===== src/logic/tlic_params.svh =====
// Purpose: constants of the two-level interrupt controller
// Assumes: APB byte addresses, 8 interrupt sources
// Notes:   definitions only
`ifndef TLIC_PARAMS_SVH
`define TLIC_PARAMS_SVH

// ****************************************
// sources and vectors
// ****************************************
`define TLIC_NSRC         8
`define TLIC_PERIPH_MASK  8'hf0
`define TLIC_VEC_HIGH     16'h0008
`define TLIC_VEC_LOW      16'h0018

// ****************************************
// register offsets
// ****************************************
`define TLIC_OFF_CTRL     12'h000
`define TLIC_OFF_RSTCTL   12'h004
`define TLIC_OFF_FLAG     12'h008
`define TLIC_OFF_ENABLE   12'h00c
`define TLIC_OFF_PRIO     12'h010
`define TLIC_OFF_STATUS   12'h014

// ****************************************
// field positions and reset values
// ****************************************
`define TLIC_BIT_GHIGH    7
`define TLIC_BIT_GLOW     6
`define TLIC_BIT_PMODE    7
`define TLIC_BIT_INHIGH   0
`define TLIC_BIT_INLOW    1
`define TLIC_RST_BYTE     8'h00

`endif


===== src/logic/tlic_pkg.sv =====
// Purpose: types of the two-level interrupt controller
// Assumes: tlic_params.svh supplies the numbers
// Notes:   carrier structs for the core side
package tlic_pkg;

  // ****************************************
  // core-facing carrier
  // ****************************************
  typedef struct packed {
    logic        pcLoad;
    logic        pushReturn;
    logic        popReturn;
    logic [15:0] vectorAddr;
  } tlic_core_t;

  // ****************************************
  // which level was admitted
  // ****************************************
  typedef enum logic {
    TLIC_LVL_LOW,
    TLIC_LVL_HIGH
  } tlic_level_t;

endpackage


===== src/logic/tlic_top.sv =====
// Purpose: two-level interrupt controller with APB registers
// Assumes: core answers pcLoad by vectoring, pulses returnFromIrq on return
// Notes:   sources 7:4 are peripheral, 3:0 are core sources
//
// Behaviour
// - high vector 0008h, low vector 0018h
// - high request preempts a low handler
// - each source has flag, enable, priority
// - priority mode only while mode bit set
// - priority mode: bit 7 enables high sources
// - priority mode: bit 6 enables low sources
// - flag, enable, level enable set: vector
// - reset gives compatibility mode, priority ignored
// - compat: bit 6 peripherals, bit 7 all
// - compat: every interrupt goes to 0008h
// - accepting clears the admitting global enable
// - no low vector during high handler
// - vector pushes return, loads vector address
// - return pops and re-sets exited level enable
// - pin events vector within three-four cycles
// - flags set regardless of any enable
// - clearing one enable stops only that source
// - priority mode: bit 6 gates every low source, peripheral or core
//
// Added by the designer: the register offsets and the APB interface to the registers.
`timescale 1ns/1ps
`include "tlic_params.svh"

module tlic_top (
  // clock and reset
  input  wire logic                 clk_sys,
  input  wire logic                 rst_n,
  // apb slave
  input  wire logic [11:0]          paddr,
  input  wire logic                 psel,
  input  wire logic                 penable,
  input  wire logic                 pwrite,
  input  wire logic [31:0]          pwdata,
  input  wire logic [3:0]           pstrb,
  output logic      [31:0]          prdata,
  output logic                      pready,
  output logic                      pslverr,
  // interrupt source pins
  input  wire logic [7:0]           srcEvent,
  // core side
  input  wire logic                 returnFromIrq,
  output tlic_pkg::tlic_core_t      coreOut
);
  import tlic_pkg::*;

  // ****************************************
  // helpers
  // ****************************************
  function automatic logic anyPend(input logic [7:0] f, input logic [7:0] e,
                                   input logic [7:0] m);
    anyPend = |(f & e & m);
  endfunction

  function automatic logic isMapped(input logic [11:0] a);
    isMapped = (a == `TLIC_OFF_CTRL) || (a == `TLIC_OFF_RSTCTL) ||
               (a == `TLIC_OFF_FLAG) || (a == `TLIC_OFF_ENABLE) ||
               (a == `TLIC_OFF_PRIO) || (a == `TLIC_OFF_STATUS);
  endfunction

  // ****************************************
  // pin synchroniser
  // ****************************************
  logic [7:0] sync1;
  logic [7:0] sync2;
  logic [7:0] sync3;
  logic [7:0] next_sync1;
  logic [7:0] next_sync2;
  logic [7:0] next_sync3;

  always_comb begin
    next_sync1 = srcEvent;
    next_sync2 = sync1;
    next_sync3 = sync2;
  end

  always_ff @(posedge clk_sys or negedge rst_n) begin
    if (!rst_n) begin
      sync1 <= 8'h00;
      sync2 <= 8'h00;
      sync3 <= 8'h00;
    end else begin
      sync1 <= next_sync1;
      sync2 <= next_sync2;
      sync3 <= next_sync3;
    end
  end

  // ****************************************
  // interrupt state
  // ****************************************
  logic [7:0] flag;
  logic [7:0] enable;
  logic [7:0] prio;
  logic       gHigh;
  logic       gLow;
  logic       pmode;
  logic       inHigh;
  logic       inLow;
  logic [7:0] next_flag;
  logic [7:0] next_enable;
  logic [7:0] next_prio;
  logic       next_gHigh;
  logic       next_gLow;
  logic       next_pmode;
  logic       next_inHigh;
  logic       next_inLow;
  tlic_core_t next_coreOut;

  logic [7:0]  edgeHit;
  logic        apbDone;
  logic        wrByte;
  logic        hiReq;
  logic        loReq;
  logic        cReq;
  logic        accept;
  tlic_level_t acceptLvl;

  always_comb begin
    // edge taken between the second and third flop, never the first
    edgeHit = sync2 & ~sync3;
    apbDone = psel & penable & pready;
    wrByte  = apbDone & pwrite & pstrb[0];

    // hardware set wins over a software clear in the same cycle
    next_flag = ((wrByte && paddr == `TLIC_OFF_FLAG) ? pwdata[7:0] : flag)
                | edgeHit;
    next_enable = (wrByte && paddr == `TLIC_OFF_ENABLE) ? pwdata[7:0] : enable;
    next_prio   = (wrByte && paddr == `TLIC_OFF_PRIO) ? pwdata[7:0] : prio;
    next_pmode  = (wrByte && paddr == `TLIC_OFF_RSTCTL) ?
                  pwdata[`TLIC_BIT_PMODE] : pmode;
    next_gHigh  = (wrByte && paddr == `TLIC_OFF_CTRL) ? pwdata[`TLIC_BIT_GHIGH] : gHigh;
    next_gLow   = (wrByte && paddr == `TLIC_OFF_CTRL) ? pwdata[`TLIC_BIT_GLOW] : gLow;

    // requests; per-source enable masks each source alone
    hiReq = pmode && gHigh && !inHigh && anyPend(flag, enable, prio);
    loReq = pmode && gLow && !inHigh &&
            anyPend(flag, enable, ~prio);
    cReq  = !pmode && gHigh && !inHigh &&
            (anyPend(flag, enable, ~`TLIC_PERIPH_MASK) ||
             (gLow && anyPend(flag, enable, `TLIC_PERIPH_MASK)));
    // one-cycle gap after each vector lets the core settle
    accept    = !coreOut.pcLoad && (hiReq || loReq || cReq);
    acceptLvl = (hiReq || cReq) ? TLIC_LVL_HIGH : TLIC_LVL_LOW;

    next_inHigh  = inHigh;
    next_inLow   = inLow;
    next_coreOut = '0;

    // return re-arms the level being exited
    if (returnFromIrq) begin
      next_coreOut.popReturn = 1'b1;
      if (inHigh) begin
        next_inHigh = 1'b0;
        next_gHigh  = 1'b1;
      end else if (inLow) begin
        next_inLow = 1'b0;
        next_gLow  = 1'b1;
      end
    end

    // accepting clears the admitting enable; this wins over a software set
    if (accept) begin
      next_coreOut.pcLoad     = 1'b1;
      next_coreOut.pushReturn = 1'b1;
      if (acceptLvl == TLIC_LVL_HIGH) begin
        next_coreOut.vectorAddr = `TLIC_VEC_HIGH;
        next_gHigh  = 1'b0;
        next_inHigh = 1'b1;
      end else begin
        next_coreOut.vectorAddr = `TLIC_VEC_LOW;
        next_gLow  = 1'b0;
        next_inLow = 1'b1;
      end
    end
  end

  // pin edge to pcLoad is two sync edges, flag edge, vector edge
  always_ff @(posedge clk_sys or negedge rst_n) begin
    if (!rst_n) begin
      flag    <= `TLIC_RST_BYTE;
      enable  <= `TLIC_RST_BYTE;
      prio    <= `TLIC_RST_BYTE;
      gHigh   <= 1'b0;
      gLow    <= 1'b0;
      pmode   <= 1'b0;
      inHigh  <= 1'b0;
      inLow   <= 1'b0;
      coreOut <= '0;
    end else begin
      flag    <= next_flag;
      enable  <= next_enable;
      prio    <= next_prio;
      gHigh   <= next_gHigh;
      gLow    <= next_gLow;
      pmode   <= next_pmode;
      inHigh  <= next_inHigh;
      inLow   <= next_inLow;
      coreOut <= next_coreOut;
    end
  end

  // ****************************************
  // apb slave
  // ****************************************
  // one wait state so read data and error come straight from flops
  logic        next_pready;
  logic        next_pslverr;
  logic [31:0] next_prdata;

  always_comb begin
    next_pready  = psel && penable && !pready;
    next_pslverr = 1'b0;
    next_prdata  = 32'h00000000;
    if (psel && penable && !pready) begin
      next_pslverr = !isMapped(paddr);
      case (paddr)
        `TLIC_OFF_CTRL: begin
          next_prdata[`TLIC_BIT_GHIGH] = gHigh;
          next_prdata[`TLIC_BIT_GLOW]  = gLow;
        end
        `TLIC_OFF_RSTCTL: begin
          next_prdata[`TLIC_BIT_PMODE] = pmode;
        end
        `TLIC_OFF_FLAG: begin
          next_prdata[7:0] = flag;
        end
        `TLIC_OFF_ENABLE: begin
          next_prdata[7:0] = enable;
        end
        `TLIC_OFF_PRIO: begin
          next_prdata[7:0] = prio;
        end
        `TLIC_OFF_STATUS: begin
          next_prdata[`TLIC_BIT_INHIGH] = inHigh;
          next_prdata[`TLIC_BIT_INLOW]  = inLow;
        end
        default: begin
          next_prdata = 32'h00000000;
        end
      endcase
    end
  end

  always_ff @(posedge clk_sys or negedge rst_n) begin
    if (!rst_n) begin
      pready  <= 1'b0;
      pslverr <= 1'b0;
      prdata  <= 32'h00000000;
    end else begin
      pready  <= next_pready;
      pslverr <= next_pslverr;
      prdata  <= next_prdata;
    end
  end
endmodule


===== config.mk =====
export PLATFORM = sky130hd
export DESIGN_NAME = tlic_top
export DESIGN_NICKNAME = d
export VERILOG_FILES = /design/src/logic/tlic_pkg.sv /design/src/logic/tlic_top.sv
export VERILOG_INCLUDE_DIRS = /design/src /design/src/logic
export SDC_FILE = /design/constraint.sdc
export NUM_CORES = 1
export LEC_CHECK = 0
export ABC_AREA = 1
export BUFFER_PORTS_ARGS = -buffer_cell sky130_fd_sc_hd__buf_2
export CELL_PAD_IN_SITES_DETAIL_PLACEMENT = 0
export CELL_PAD_IN_SITES_GLOBAL_PLACEMENT = 1
export CORE_UTILIZATION = 34
export CTS_BUF_LIST = sky130_fd_sc_hd__clkbuf_4 sky130_fd_sc_hd__clkbuf_8
export CTS_CLUSTER_SIZE = 40
export DETAILED_ROUTE_END_ITERATION = 10
export MAX_ROUTING_LAYER = met4
export PLACE_DENSITY = 0.81
export SKIP_CTS_REPAIR_TIMING = 1
export SYNTH_ARGS = -nofsm -noshare
export SYNTH_HDL_FRONTEND = slang
export SYNTH_SLANG_ARGS = --single-unit

===== constraint.sdc =====
create_clock -name clk_sys -period 1.2 [get_ports clk_sys]
set_input_delay 0.06 -clock clk_sys [delete_from_list [all_inputs] [get_ports clk_sys]]
set_output_delay 0.06 -clock clk_sys [all_outputs]
set_load 0.02 [all_outputs]

Word-level counts from Yosys, hierarchy flattened
Index checks and enable logic that the tools add are counted.

Reduce and logical (&&, ||, !) cells: 37. Equal/unequal tests: 5. Bitwise operators: 11. Muxes and demuxes: 30.

Operators with widths (number): AND 8 bit (4); == test 12 x 4 -> 1 bit, second input constant (2); == test 12 x 5 -> 1 bit, second input constant (2); two-way mux 1 bit (21); logical AND 1 bit (18); two-way mux 8 bit (2); NOT 8 bit (2); OR reduction 8 bit (2); == test 12 x 3 -> 1 bit, second input constant (1); logical NOT 12 bit (1); one-hot mux 4 bit (3 select lines) (1); two-way mux 5 bit (2); logical OR 1 bit (9); bitwise OR 8 bit (1); one-hot mux 2 bit (4 select lines) (1); OR reduction 4 bit (2); logical NOT 1 bit (5); one-hot mux 1 bit (5 select lines) (1); AND 1 bit (4); one-hot mux 1 bit (4 select lines) (1); two-way mux 2 bit (1).

Logic and storage cells: 101. Output and inout bits: 53. Bits of input ports: 62. Register bits after elaboration: 106.

Logic depth before layout (Yosys ltp)
Gate-level depths: netlist (run 1).

Word-level depth: 11. Mapped depth: 9. Gate-level depth less buffers: 9.

Worst setup path before layout (run 1)
OpenSTA, ideal clock, no wires.

Path kind: register -> register. Start point: register pready. End point: register prio[6]. Buffers on the path: 1. Setup slack: -0.144 ns. Period minus slack after synthesis: 1.344 ns. Data arrival time: 1.222 ns. Cell stages (with the launch flop): 7. Cells stage by stage: dfrtp_1 nand3_1 nor2_4 nand3_2 buf_2 nand2_1 o21ai_1.

Longest elaborated chain between the ends: 4.

Ends and longest elaborated chain: from (decl) (line tlic_top.sv:41) `output logic pready,`; from (signal assigned) (line tlic_top.sv:255) `pready <= next_pready;`; AND 1 bit (line tlic_top.sv:126) `apbDone = psel & penable & pready;`; AND 1 bit (2 in series) (line tlic_top.sv:127) `wrByte = apbDone & pwrite & pstrb[0];`; logical AND 1 bit (no line); to (signal assigned) (line tlic_top.sv:187) `` prio <= `TLIC_RST_BYTE; ``; to (signal assigned) (line tlic_top.sv:197) `prio <= next_prio;`; to (decl) (line tlic_top.sv:98) `logic [7:0] prio;`.

No other way between the ends. A chain may end at the register's enable or synchronous reset.

Worst setup path in the final report (run 1)
Start point: register enable[2]. End point: register inHigh.

Longest elaborated chain between the ends: 8. Elaborated cells between the ends (all ways): 17. Those cells by class: mux: 3; bitwise: 3; reduce/logical: 11.

Ends and longest elaborated chain: from (decl) (line tlic_top.sv:97) `logic [7:0] enable;`; from (signal assigned) (line tlic_top.sv:186) `` enable <= `TLIC_RST_BYTE; ``; from (signal assigned) (line tlic_top.sv:196) `enable <= next_enable;`; AND 8 bit (*) (line tlic_top.sv:56) `anyPend = |(f & e & m);`; AND 8 bit / OR reduction 4 bit (equally long branches) (line tlic_top.sv:56); OR reduction 8 bit / logical OR 1 bit (equally long branches) (line tlic_top.sv:56, tlic_top.sv:144); logical AND 1 bit (on tied branches) (line tlic_top.sv:140, tlic_top.sv:141, tlic_top.sv:143); logical OR 1 bit (on tied branches) (line tlic_top.sv:148, tlic_top.sv:147); two-way mux 1 bit / logical OR 1 bit (equally long branches) (line tlic_top.sv:148, tlic_top.sv:147); two-way mux 1 bit / logical AND 1 bit (equally long branches) (line tlic_top.sv:170, tlic_top.sv:147); two-way mux 1 bit (*) (line tlic_top.sv:167) `if (accept) begin`; named net next_inHigh (line tlic_top.sv:110) `logic next_inHigh;`; to (signal assigned) (line tlic_top.sv:201) `inHigh <= next_inHigh;`; to (decl) (line tlic_top.sv:102) `logic inHigh;`.

The timed path passes the listed nets; every way through them passes the cells marked *.

==> results.toml, run 1 <==
[floorplan]
start_util_pct = 35.0
rows = 35
dieArea_um2 = 9870
die-width_um = 99.4
pin_count = 115
core_region_area_um2 = 9200
die_h_um = 99.4

[timing]
max_freq_ghz = 0.809
min_period_ns = 1.24
final-max-slew-violation-count = 0
fin_hold_ws_ns = 0.184
finalSetupViolations = 6
fin_worst_skew_ns = 0.00454
rsz0062_at_grt = "true"
min_period_over_period_pct = 103
layout_setup_ws_ns = -0.0363
hold_violations = 0

[finish]
final_cells = 612
fillers = 917
utilization_pct = 46.9
area_delta_synth_final_pct = 33.9
nets = 558
drive_gt1_share_pct = 31.9
antenna_cells = 0

[setup_path]
startpoint_type = "flop"
cp.required_ns = 1.43
r2r_slack_ns = -0.04
endpoint_kind = "flop"
worstSetupPathType = "reg -> reg"
worst_ep_arrival_time_ns = 1.47
cp_max_fo = 5

[placement]
place_ws_ns = -0.154
hpwl_mm = 4.87
globalplace.congestion = 0.861
portBuffers = 49
dpl.cell_count = 570

[drt]
drtIter0Drc = 193
drc = 0
wl_mm = 7.18
antenna_left = 0
firstDrtPassIters = 4
wire_per_inst_um = 11.7
viasPerCell = 4.47
vias = 2733

[logic_synthesis]
synth.distinct_cells = 23
yosys_warnings = 0
async_flop_share_pct = 100
yosysMostFrequentCell = "nand2_1"
synth_top_area_share_pct = 51.2
syn_avg_cell_area_um2 = 8.59
syn_inst = 375
yosys.area.top_type = "dfrtp_1"
netlist_top_cells_area = "dfrtp_1, nand2_1, buf_4"
ys_ff_latch = 66
synth_edf_count = 0
synth_ff_type = "dfrtp_1"
yosysSeqAreaShare_pct = 51.2
synth_commonest_cells = "nand2_1, dfrtp_1, nand3_1, buf_4, inv_1"
syn_area_um2 = 3220

[power_and_ir_drop]
power_leakage_nw = 2.32
power_density_nw_per_um2 = 1050
peakVddDrop_mv = 0.536

[clock_tree]
worstSkewPairLatency_ns = 0.34
clock-sinks = 66
clkTransAtPathRegs_ns = 0.07
htree_num_levels = 3
cts.path.max_buffers = 2
cts_tree = "done"
cts_root_buffer = "clkbuf_8"
cts_buffers = 9

[flow_run]
max_cap_viol_count = 0

[global_route]
grt_overflow = 0
grt_pass1_vias = 2424
grt_max_degree = 67
grt_pass1_wl_mm = 11.1
antenna_found_initial = 0
track_usage_pct = 15.3

[run_status]
status = "finished with violations"
failed_checks = "negative setup slack"

[hold_path]
hold_path.class = "in -> reg"
==> cells by family (layout without fill, tap and decap cells) <==
group	after synthesis	count (layout)	share of synthesized area, %
AO/OA/AOI/OAI	29	29	5.55
buffers and inverters	85	172	15.0
flip-flops	66	66	51.2
other	1	38	0.116
AND/OR/NAND/NOR	194	196	28.1
==> state kept, by name, summed over array words and instances, names as in the netlist, 3 cells and up <==
register / flops
coreOut: 3
enable: 8
flag: 8
next_sync2: 8
next_sync3: 8
prdata: 8
prio: 8
sync3: 8
==> per-layer routing <==
metal / share of wire [%] / global-route usage, % / vias up / wire length (µm)
li1: - / - / 1367 / -
met1: 47 / 19.3 / 1252 / 3370
met2: 45 / 22.2 / 95 / 3250
met3: 5.1 / 4.01 / 19 / 366
met4: 2.7 / 8.71 / 0 / 192
met5: 0 / - / - / 0
==> worst max-delay path, stage by stage (launching register included) <==
cell and delay, ns:
dfrtp_1 0.43, nand3_2 0.10, o21ai_1 0.06, nor2_1 0.15, nand2_1 0.09, nand2_1 0.07
nand2_2 0.08, nand2_2 0.09, o21ai_1 0.06
==> cell usage in the layout (no fill, tap or decap), types with 2 or more instances in the layout <==
master	netlist	final
inv_1	38	37
dfrtp_1	66	65
nand3_1	45	42
nand3b_1	2	2
clkinv_2	0	2
o21ai_0	16	5
o21ai_2	8	8
nand2_2	5	13
nand2_1	88	78
nand3_2	1	3
dlygate4sd3_1	0	18
nor2_4	3	5
buf_4	40	46
buf_2	5	49
nand2_4	2	4
nand4_1	11	11
o21ai_1	4	15
buf_12	0	3
clkbuf_8	0	9
nor3_1	5	5
clkbuf_4	0	4
nand3_4	0	2
conb_1	1	38
nor2_1	28	25
nor2_2	3	4
==> stage by stage <==
step                      power [W]  instance area, µm²  TNS [ns]
after floorplan             0.00262                3390    -0.160
after global placement      0.00269                3780     -1.26
after detailed placement    0.00269                3780     -2.74
after CTS                   0.00455                3980     -1.83
after global routing        0.00477                4320     -1.18
final                       0.00453                4320    -0.128
==> where the power goes <==
part           leakage [nW]  switching [W]  total (W)  internal [W]
logic                  1.40       0.000265   0.000400      0.000135
clock network         0.105       0.000787    0.00183       0.00105
registers             0.813      0.0000234    0.00230       0.00228
total                  2.32        0.00108    0.00453       0.00346
==> layout make-up <==
type                       count  area (µm²)  share of cell area (%)
clock inverter                 3        40.0                   0.928
inverter                      39         149                    3.45
sequential                    66        1650                    38.3
multi-input combinational    263        1340                    31.0
timing repair buffer         117         842                    19.5
tap                          111         139                    3.22
clock buffer                  13         154                    3.57
==> final timing paths <==
kind                                from  cells past startpoint             to
min in group asynchronous          rst_n                      3       sync3[1]
max reg2reg                    enable[2]                      8         inHigh
min reg2reg                next_sync2[6]                      0  next_sync3[6]
min                              penable                      5      prdata[7]
max                            enable[2]                      8         inHigh
max in group asynchronous          rst_n                      3         pready
(Power assumes the default switching activity.)
==> run 2, diff against run 1 <==
--- a/config.mk
+++ b/config.mk
@@ -10,12 +10,12 @@
 export BUFFER_PORTS_ARGS = -buffer_cell sky130_fd_sc_hd__buf_2
 export CELL_PAD_IN_SITES_DETAIL_PLACEMENT = 0
 export CELL_PAD_IN_SITES_GLOBAL_PLACEMENT = 1
-export CORE_UTILIZATION = 34
+export CORE_UTILIZATION = 37
 export CTS_BUF_LIST = sky130_fd_sc_hd__clkbuf_4 sky130_fd_sc_hd__clkbuf_8
 export CTS_CLUSTER_SIZE = 40
 export DETAILED_ROUTE_END_ITERATION = 10
 export MAX_ROUTING_LAYER = met4
-export PLACE_DENSITY = 0.81
+export PLACE_DENSITY = 0.84
 export SKIP_CTS_REPAIR_TIMING = 1
 export SYNTH_ARGS = -nofsm -noshare
 export SYNTH_HDL_FRONTEND = slang
==> constraint.sdc (replaced) <==
create_clock -name clk_sys -period 1.4 [get_ports clk_sys]
set_input_delay 0.14 -clock clk_sys [delete_from_list [all_inputs] [get_ports clk_sys]]
set_output_delay 0.14 -clock clk_sys [all_outputs]
set_load 0.02 [all_outputs]
==> run 2 against run 1 <==
The run now ends clean. Setup slack improved by 0.11 ns. First-iteration DRC count decreased by 11%. Power decreased by 13%. Sequential power decreased by 14%. Clock skew increased by 0.0031 ns. Via count decreased by 6.2%. Global-route usage up 1.3 points.
==> results.toml, run 2 (synthesized netlist as in run 1, its figures left out) <==
[run_status]
status = "completed"

[setup_path]
endpoint_kind = "flop"
startpoint_type = "flop"
worstSetupPathType = "reg -> reg"
cpLargestDelayFamily = "simple AND/OR/NAND/NOR gates"
cp_slowest_stage_delay_ns = 0.35
cp.required_ns = 1.63
worst_ep_arrival_time_ns = 1.56
cp.buffers_inverters = 1
cp_slowest_cell = "dfrtp_1"
path_cells = "nand3_1 -> nor2_4 -> buf_4 -> nand2_8 -> nand2_1 -> o21ai_2"
cp_max_fo = 16

[clock_tree]
htree_num_levels = 3
clock-sinks = 66
cts_root_buffer = "clkbuf_8"
cts_tree = "done"
cts_buffers = 9
worstSkewPairLatency_ns = 0.34
clkTransAtPathRegs_ns = 0.07
cts.path.max_buffers = 2

[flow_run]
max_cap_viol_count = 0

[finish]
nets = 522
area_delta_synth_final_pct = 22.0
final_common_cell = "nand2_1"
final_cell_mix = "nand2_1, dfrtp_1, buf_2"
fin_area_um2 = 3930
antenna_cells = 0
drive_gt1_share_pct = 25.4
fillers = 835

[timing]
layout_setup_ws_ns = 0.0753
hold_violations = 0
min_period_ns = 1.32
min_period_over_period_pct = 94.6
final-max-slew-violation-count = 0
finalSetupViolations = 0
max_freq_ghz = 0.755
rsz0062_at_grt = "true"
fin_worst_skew_ns = 0.00760

[drt]
drtIter0Drc = 171
wire_per_inst_um = 11.6
drc = 0
firstDrtPassIters = 4
wl_mm = 6.64
antenna_left = 0
viasPerCell = 4.50
vias = 2564

[floorplan]
pin_count = 115
core_region_area_um2 = 8340
dieArea_um2 = 9090
die-width_um = 95.3
start_util_pct = 38.6
die_h_um = 95.3
rows = 33

[power_and_ir_drop]
power_density_nw_per_um2 = 1000
power_leakage_nw = 2.11
peakVddDrop_mv = 0.570

[global_route]
grt_pass1_wl_mm = 10.9
grt_overflow = 0
antenna_found_initial = 0
track_usage_pct = 16.6
grt_max_degree = 67
grt_pass1_vias = 2354

[hold_path]
hold_path.class = "in -> reg"

[placement]
dpl_cell_area_um2 = 3530
globalplace.congestion = 0.924
place_ws_ns = -0.0419
hpwl_mm = 4.69
portBuffers = 49
## run 2: final timing paths
kind	startpoint	to	slack [ns]	cells past startpoint
setup reg to reg	pready	enable[5]	0.08	6
min in group asynchronous	rst_n	next_sync3[0]	0.33	3
max in group asynchronous	rst_n	next_sync2[3]	0.76	3
hold reg to reg	next_sync2[0]	next_sync3[0]	0.35	0
setup / recovery	pready	enable[5]	0.08	6
hold / removal	pwdata[5]	flag[5]	0.02	3
## run 2: report_power, final
group	switching, W	total (W)	internal (W)	leakage, nW
registers	0.0000189	0.00197	0.00195	0.814
clock network	0.000692	0.00167	0.000978	0.111
logic	0.000216	0.000305	0.0000892	1.18
## run 2: metrics by stage
stage	setup TNS [ns]	utilization (%)	hold slack [ns]	power, W	cells
finish	0	47.1	0.0250	0.00395	570
floorplan	0	-	-0.156	0.00224	412
CTS	-0.000787	44.9	-0.190	0.00396	552
global route	-0.0273	47.1	0.0389	0.00411	570
detailed placement	-0.253	42.4	0.183	0.00229	536
global placement	0	42.4	0.177	0.00229	536
## run 2: layout make-up
type / count / area (µm²) / share of cell area, %
multi-input cells: 261 / 1250 / 31.9
repair buffers: 83 / 538 / 13.7
clock buffers: 14 / 174 / 4.42
flip-flops and latches: 66 / 1650 / 42.0
clock inverters: 2 / 35.0 / 0.891
inverters: 39 / 146 / 3.72
well taps: 105 / 131 / 3.34
## run 2: layer usage
layer	routed length [µm]	global-route usage (%)
met1	3040	21.0
met5	0	-
met3	409	4.23
met2	3070	24.5
met4	118	8.08
## run 2: worst min-delay path: stages
cell	delay, ns
buf_2	0.09
nand2_1	0.04
nand3_1	0.07
==> run 3, diff against run 2 <==
--- a/config.mk
+++ b/config.mk
@@ -6,16 +6,15 @@
 export SDC_FILE = /design/constraint.sdc
 export NUM_CORES = 1
 export LEC_CHECK = 0
-export ABC_AREA = 1
 export BUFFER_PORTS_ARGS = -buffer_cell sky130_fd_sc_hd__buf_2
 export CELL_PAD_IN_SITES_DETAIL_PLACEMENT = 0
 export CELL_PAD_IN_SITES_GLOBAL_PLACEMENT = 1
-export CORE_UTILIZATION = 37
+export CORE_UTILIZATION = 38
 export CTS_BUF_LIST = sky130_fd_sc_hd__clkbuf_4 sky130_fd_sc_hd__clkbuf_8
 export CTS_CLUSTER_SIZE = 40
 export DETAILED_ROUTE_END_ITERATION = 10
 export MAX_ROUTING_LAYER = met4
-export PLACE_DENSITY = 0.84
+export PLACE_DENSITY = 0.83
 export SKIP_CTS_REPAIR_TIMING = 1
 export SYNTH_ARGS = -nofsm -noshare
 export SYNTH_HDL_FRONTEND = slang
==> run 3 against run 2 <==
The run now ends with negative setup slack left. Synthesized area shrank 7.8%. Fmax shrank 15%. First-iteration DRC count shrank 44%. Synthesized cell count shrank 31%. Clock power grew 8%. Global-route usage shrank 0.56 points. Setup slack lost 0.24 ns. Critical endpoint is now inLow.
==> results.toml, run 3 <==
[timing]
min_period_ns = 1.56
fin_worst_skew_ns = 0.00906
fin_setup_tns_ns = -2.09
min_period_over_period_pct = 111
layout_setup_ws_ns = -0.160
rsz0062_at_grt = "true"
final-max-slew-violation-count = 0
finalSetupViolations = 30
hold_violations = 0
max_freq_ghz = 0.641

[floorplan]
dieArea_um2 = 8180
die_h_um = 90.5
rows = 31
pin_count = 115
die-width_um = 90.5
start_util_pct = 40.1
core_region_area_um2 = 7410

[setup_path]
worstSetupPathType = "reg -> reg"
endpoint_kind = "flop"
reg2reg_depth = 6
cpLargestDelayFamily = "compound AO/OA/AOI/OAI gates"
cp_slowest_stage_delay_ns = 0.36
r2r_slack_ns = -0.16
cp.required_ns = 1.63
rr_startpoint = "enable[4]"
cp_slowest_cell = "dfrtp_1"
path_cells = "nand2_2 -> a41o_1 -> a311o_1 -> o211ai_1 -> buf_4 -> nand2_2"
startpoint_type = "flop"
timing.critical_path.mode_cell = "nand2_2"
cp_max_fo = 2
worst_ep_arrival_time_ns = 1.79
path_depth = 6
cp.buffers_inverters = 1
r2r_end = "inLow"

[logic_synthesis]
synth_commonest_cells = "dfrtp_1, buf_4, mux2i_1, nor2_1, mux2_2"
synth.distinct_cells = 40
syn_avg_cell_area_um2 = 11.5
syn_area_um2 = 2970
yosys.area.top_type = "dfrtp_1"
async_flop_share_pct = 100
yosys_warnings = 0
syn_inst = 259
synth_ff_type = "dfrtp_1"
yosysSeqAreaShare_pct = 55.6
yosysMostFrequentCell = "dfrtp_1"
ys_ff_latch = 66
netlist_top_cells_area = "dfrtp_1, buf_4, mux2i_1"
synth_top_area_share_pct = 55.6
synth_edf_count = 0

[global_route]
grt_pass1_wl_mm = 9.80
grt_max_degree = 27
grt_pass1_vias = 2019
track_usage_pct = 16.0
grt_overflow = 0
antenna_found_initial = 0

[drt]
viasPerCell = 4.55
drtIter0Drc = 96
antenna_left = 0
wl_mm = 6.02
vias = 2148
drc = 0
firstDrtPassIters = 4
wire_per_inst_um = 12.7

[finish]
utilization_pct = 53.6
final_common_cell = "dfrtp_1"
final_cell_mix = "dfrtp_1, buf_2, buf_4"
fillers = 651
regArea_um2 = 1650
multiInputGateArea_um2 = 1180
antenna_cells = 0
drive_gt1_share_pct = 41.3
nets = 430
area_delta_synth_final_pct = 33.7

[placement]
globalplace.congestion = 0.865
hpwl_mm = 4.36
portBuffers = 49

[clock_tree]
cts.path.max_buffers = 2
cts_buffers = 9
cts_tree = "done"
clkTransAtPathRegs_ns = 0.07
htree_num_levels = 3
clock-sinks = 66
cts_root_buffer = "clkbuf_8"
worstSkewPairLatency_ns = 0.34

[power_and_ir_drop]
power_density_nw_per_um2 = 1030
peakVddDrop_mv = 0.642
power_leakage_nw = 2.01

[run_status]
failed_checks = "negative setup slack"
status = "finished with violations"

[hold_path]
hold_path.class = "in -> reg"
holdPathEnd = "flag[4]"
min_path_cells = 3
min_from = "pwdata[4]"

[flow_run]
max_cap_viol_count = 0
[run 3: cell count changes after synthesis, moves of 15 or more]
| cell | delta |
|---|---|
| nand2_1 | -76 |
| nand3_1 | -34 |
| inv_1 | -25 |
| mux2i_1 | +20 |
| mux2_2 | +17 |
| o21ai_0 | -15 |
[run 3: kinds of logic after synthesis]
| logic type | synth area share [%] |
|---|---|
| AOI/OAI and AO/OA | 7.24 |
| and+or+nand+nor | 11.1 |
| DFF | 55.6 |
| buffers and inverters | 12.8 |
| muxes | 13.2 |
| other | 0.126 |
[run 3: worst max-delay path by stage]
| stage | from | end | slack (ns) |
|---|---|---|---|
| after detailed placement | paddr[7] | flag[3] | -0.26 |
| final | enable[4] | inLow | -0.16 |
| after floorplan | pready | flag[0] | -0.22 |
| after global placement | paddr[7] | prio[0] | -0.19 |
| after global routing | enable[4] | inLow | -0.20 |
| after CTS | flag[0] | gLow | -0.22 |
[run 3: area by class of cell]
cell class	instances	share of cell area (%)
clock inverter	2	1.51
tap	99	3.12
clock buffer	14	4.22
inverter	13	1.23
sequential	66	41.6
multi-input combinational	170	29.7
timing repair buffer	108	18.7
[run 3: power by group]
group / total [W] / internal [W] / switching [W]
registers: 0.00196 / 0.00195 / 0.0000136
logic: 0.000336 / 0.000116 / 0.000220
clock network: 0.00181 / 0.00113 / 0.000674
total: 0.00411 / 0.00320 / 0.000907
[run 3: metrics by stage]
stage	hold slack (ns)	total power, W	std cells	setup slack, ns	cell area [µm²]
after floorplan	-0.156	0.00224	296	-0.216	3160
after global placement	0.0828	0.00231	445	-0.188	3580
after detailed placement	0.0886	0.00231	445	-0.257	3580
after CTS	-0.288	0.00414	461	-0.216	3810
after global routing	0.0618	0.00429	472	-0.204	3970
final	0.0609	0.00411	472	-0.160	3970
[run 3: routing by layer]
| layer | global-route usage [%] | wire length, µm |
|---|---|---|
| met5 | - | 0 |
| met4 | 6.45 | 83 |
| met3 | 4.29 | 385 |
| met2 | 25.1 | 2930 |
| met1 | 19.6 | 2620 |
[run 3: tightest hold or removal path: stages]
cell	delay (ns)
buf_2	0.10
mux2i_1	0.06
o21ai_1	0.06
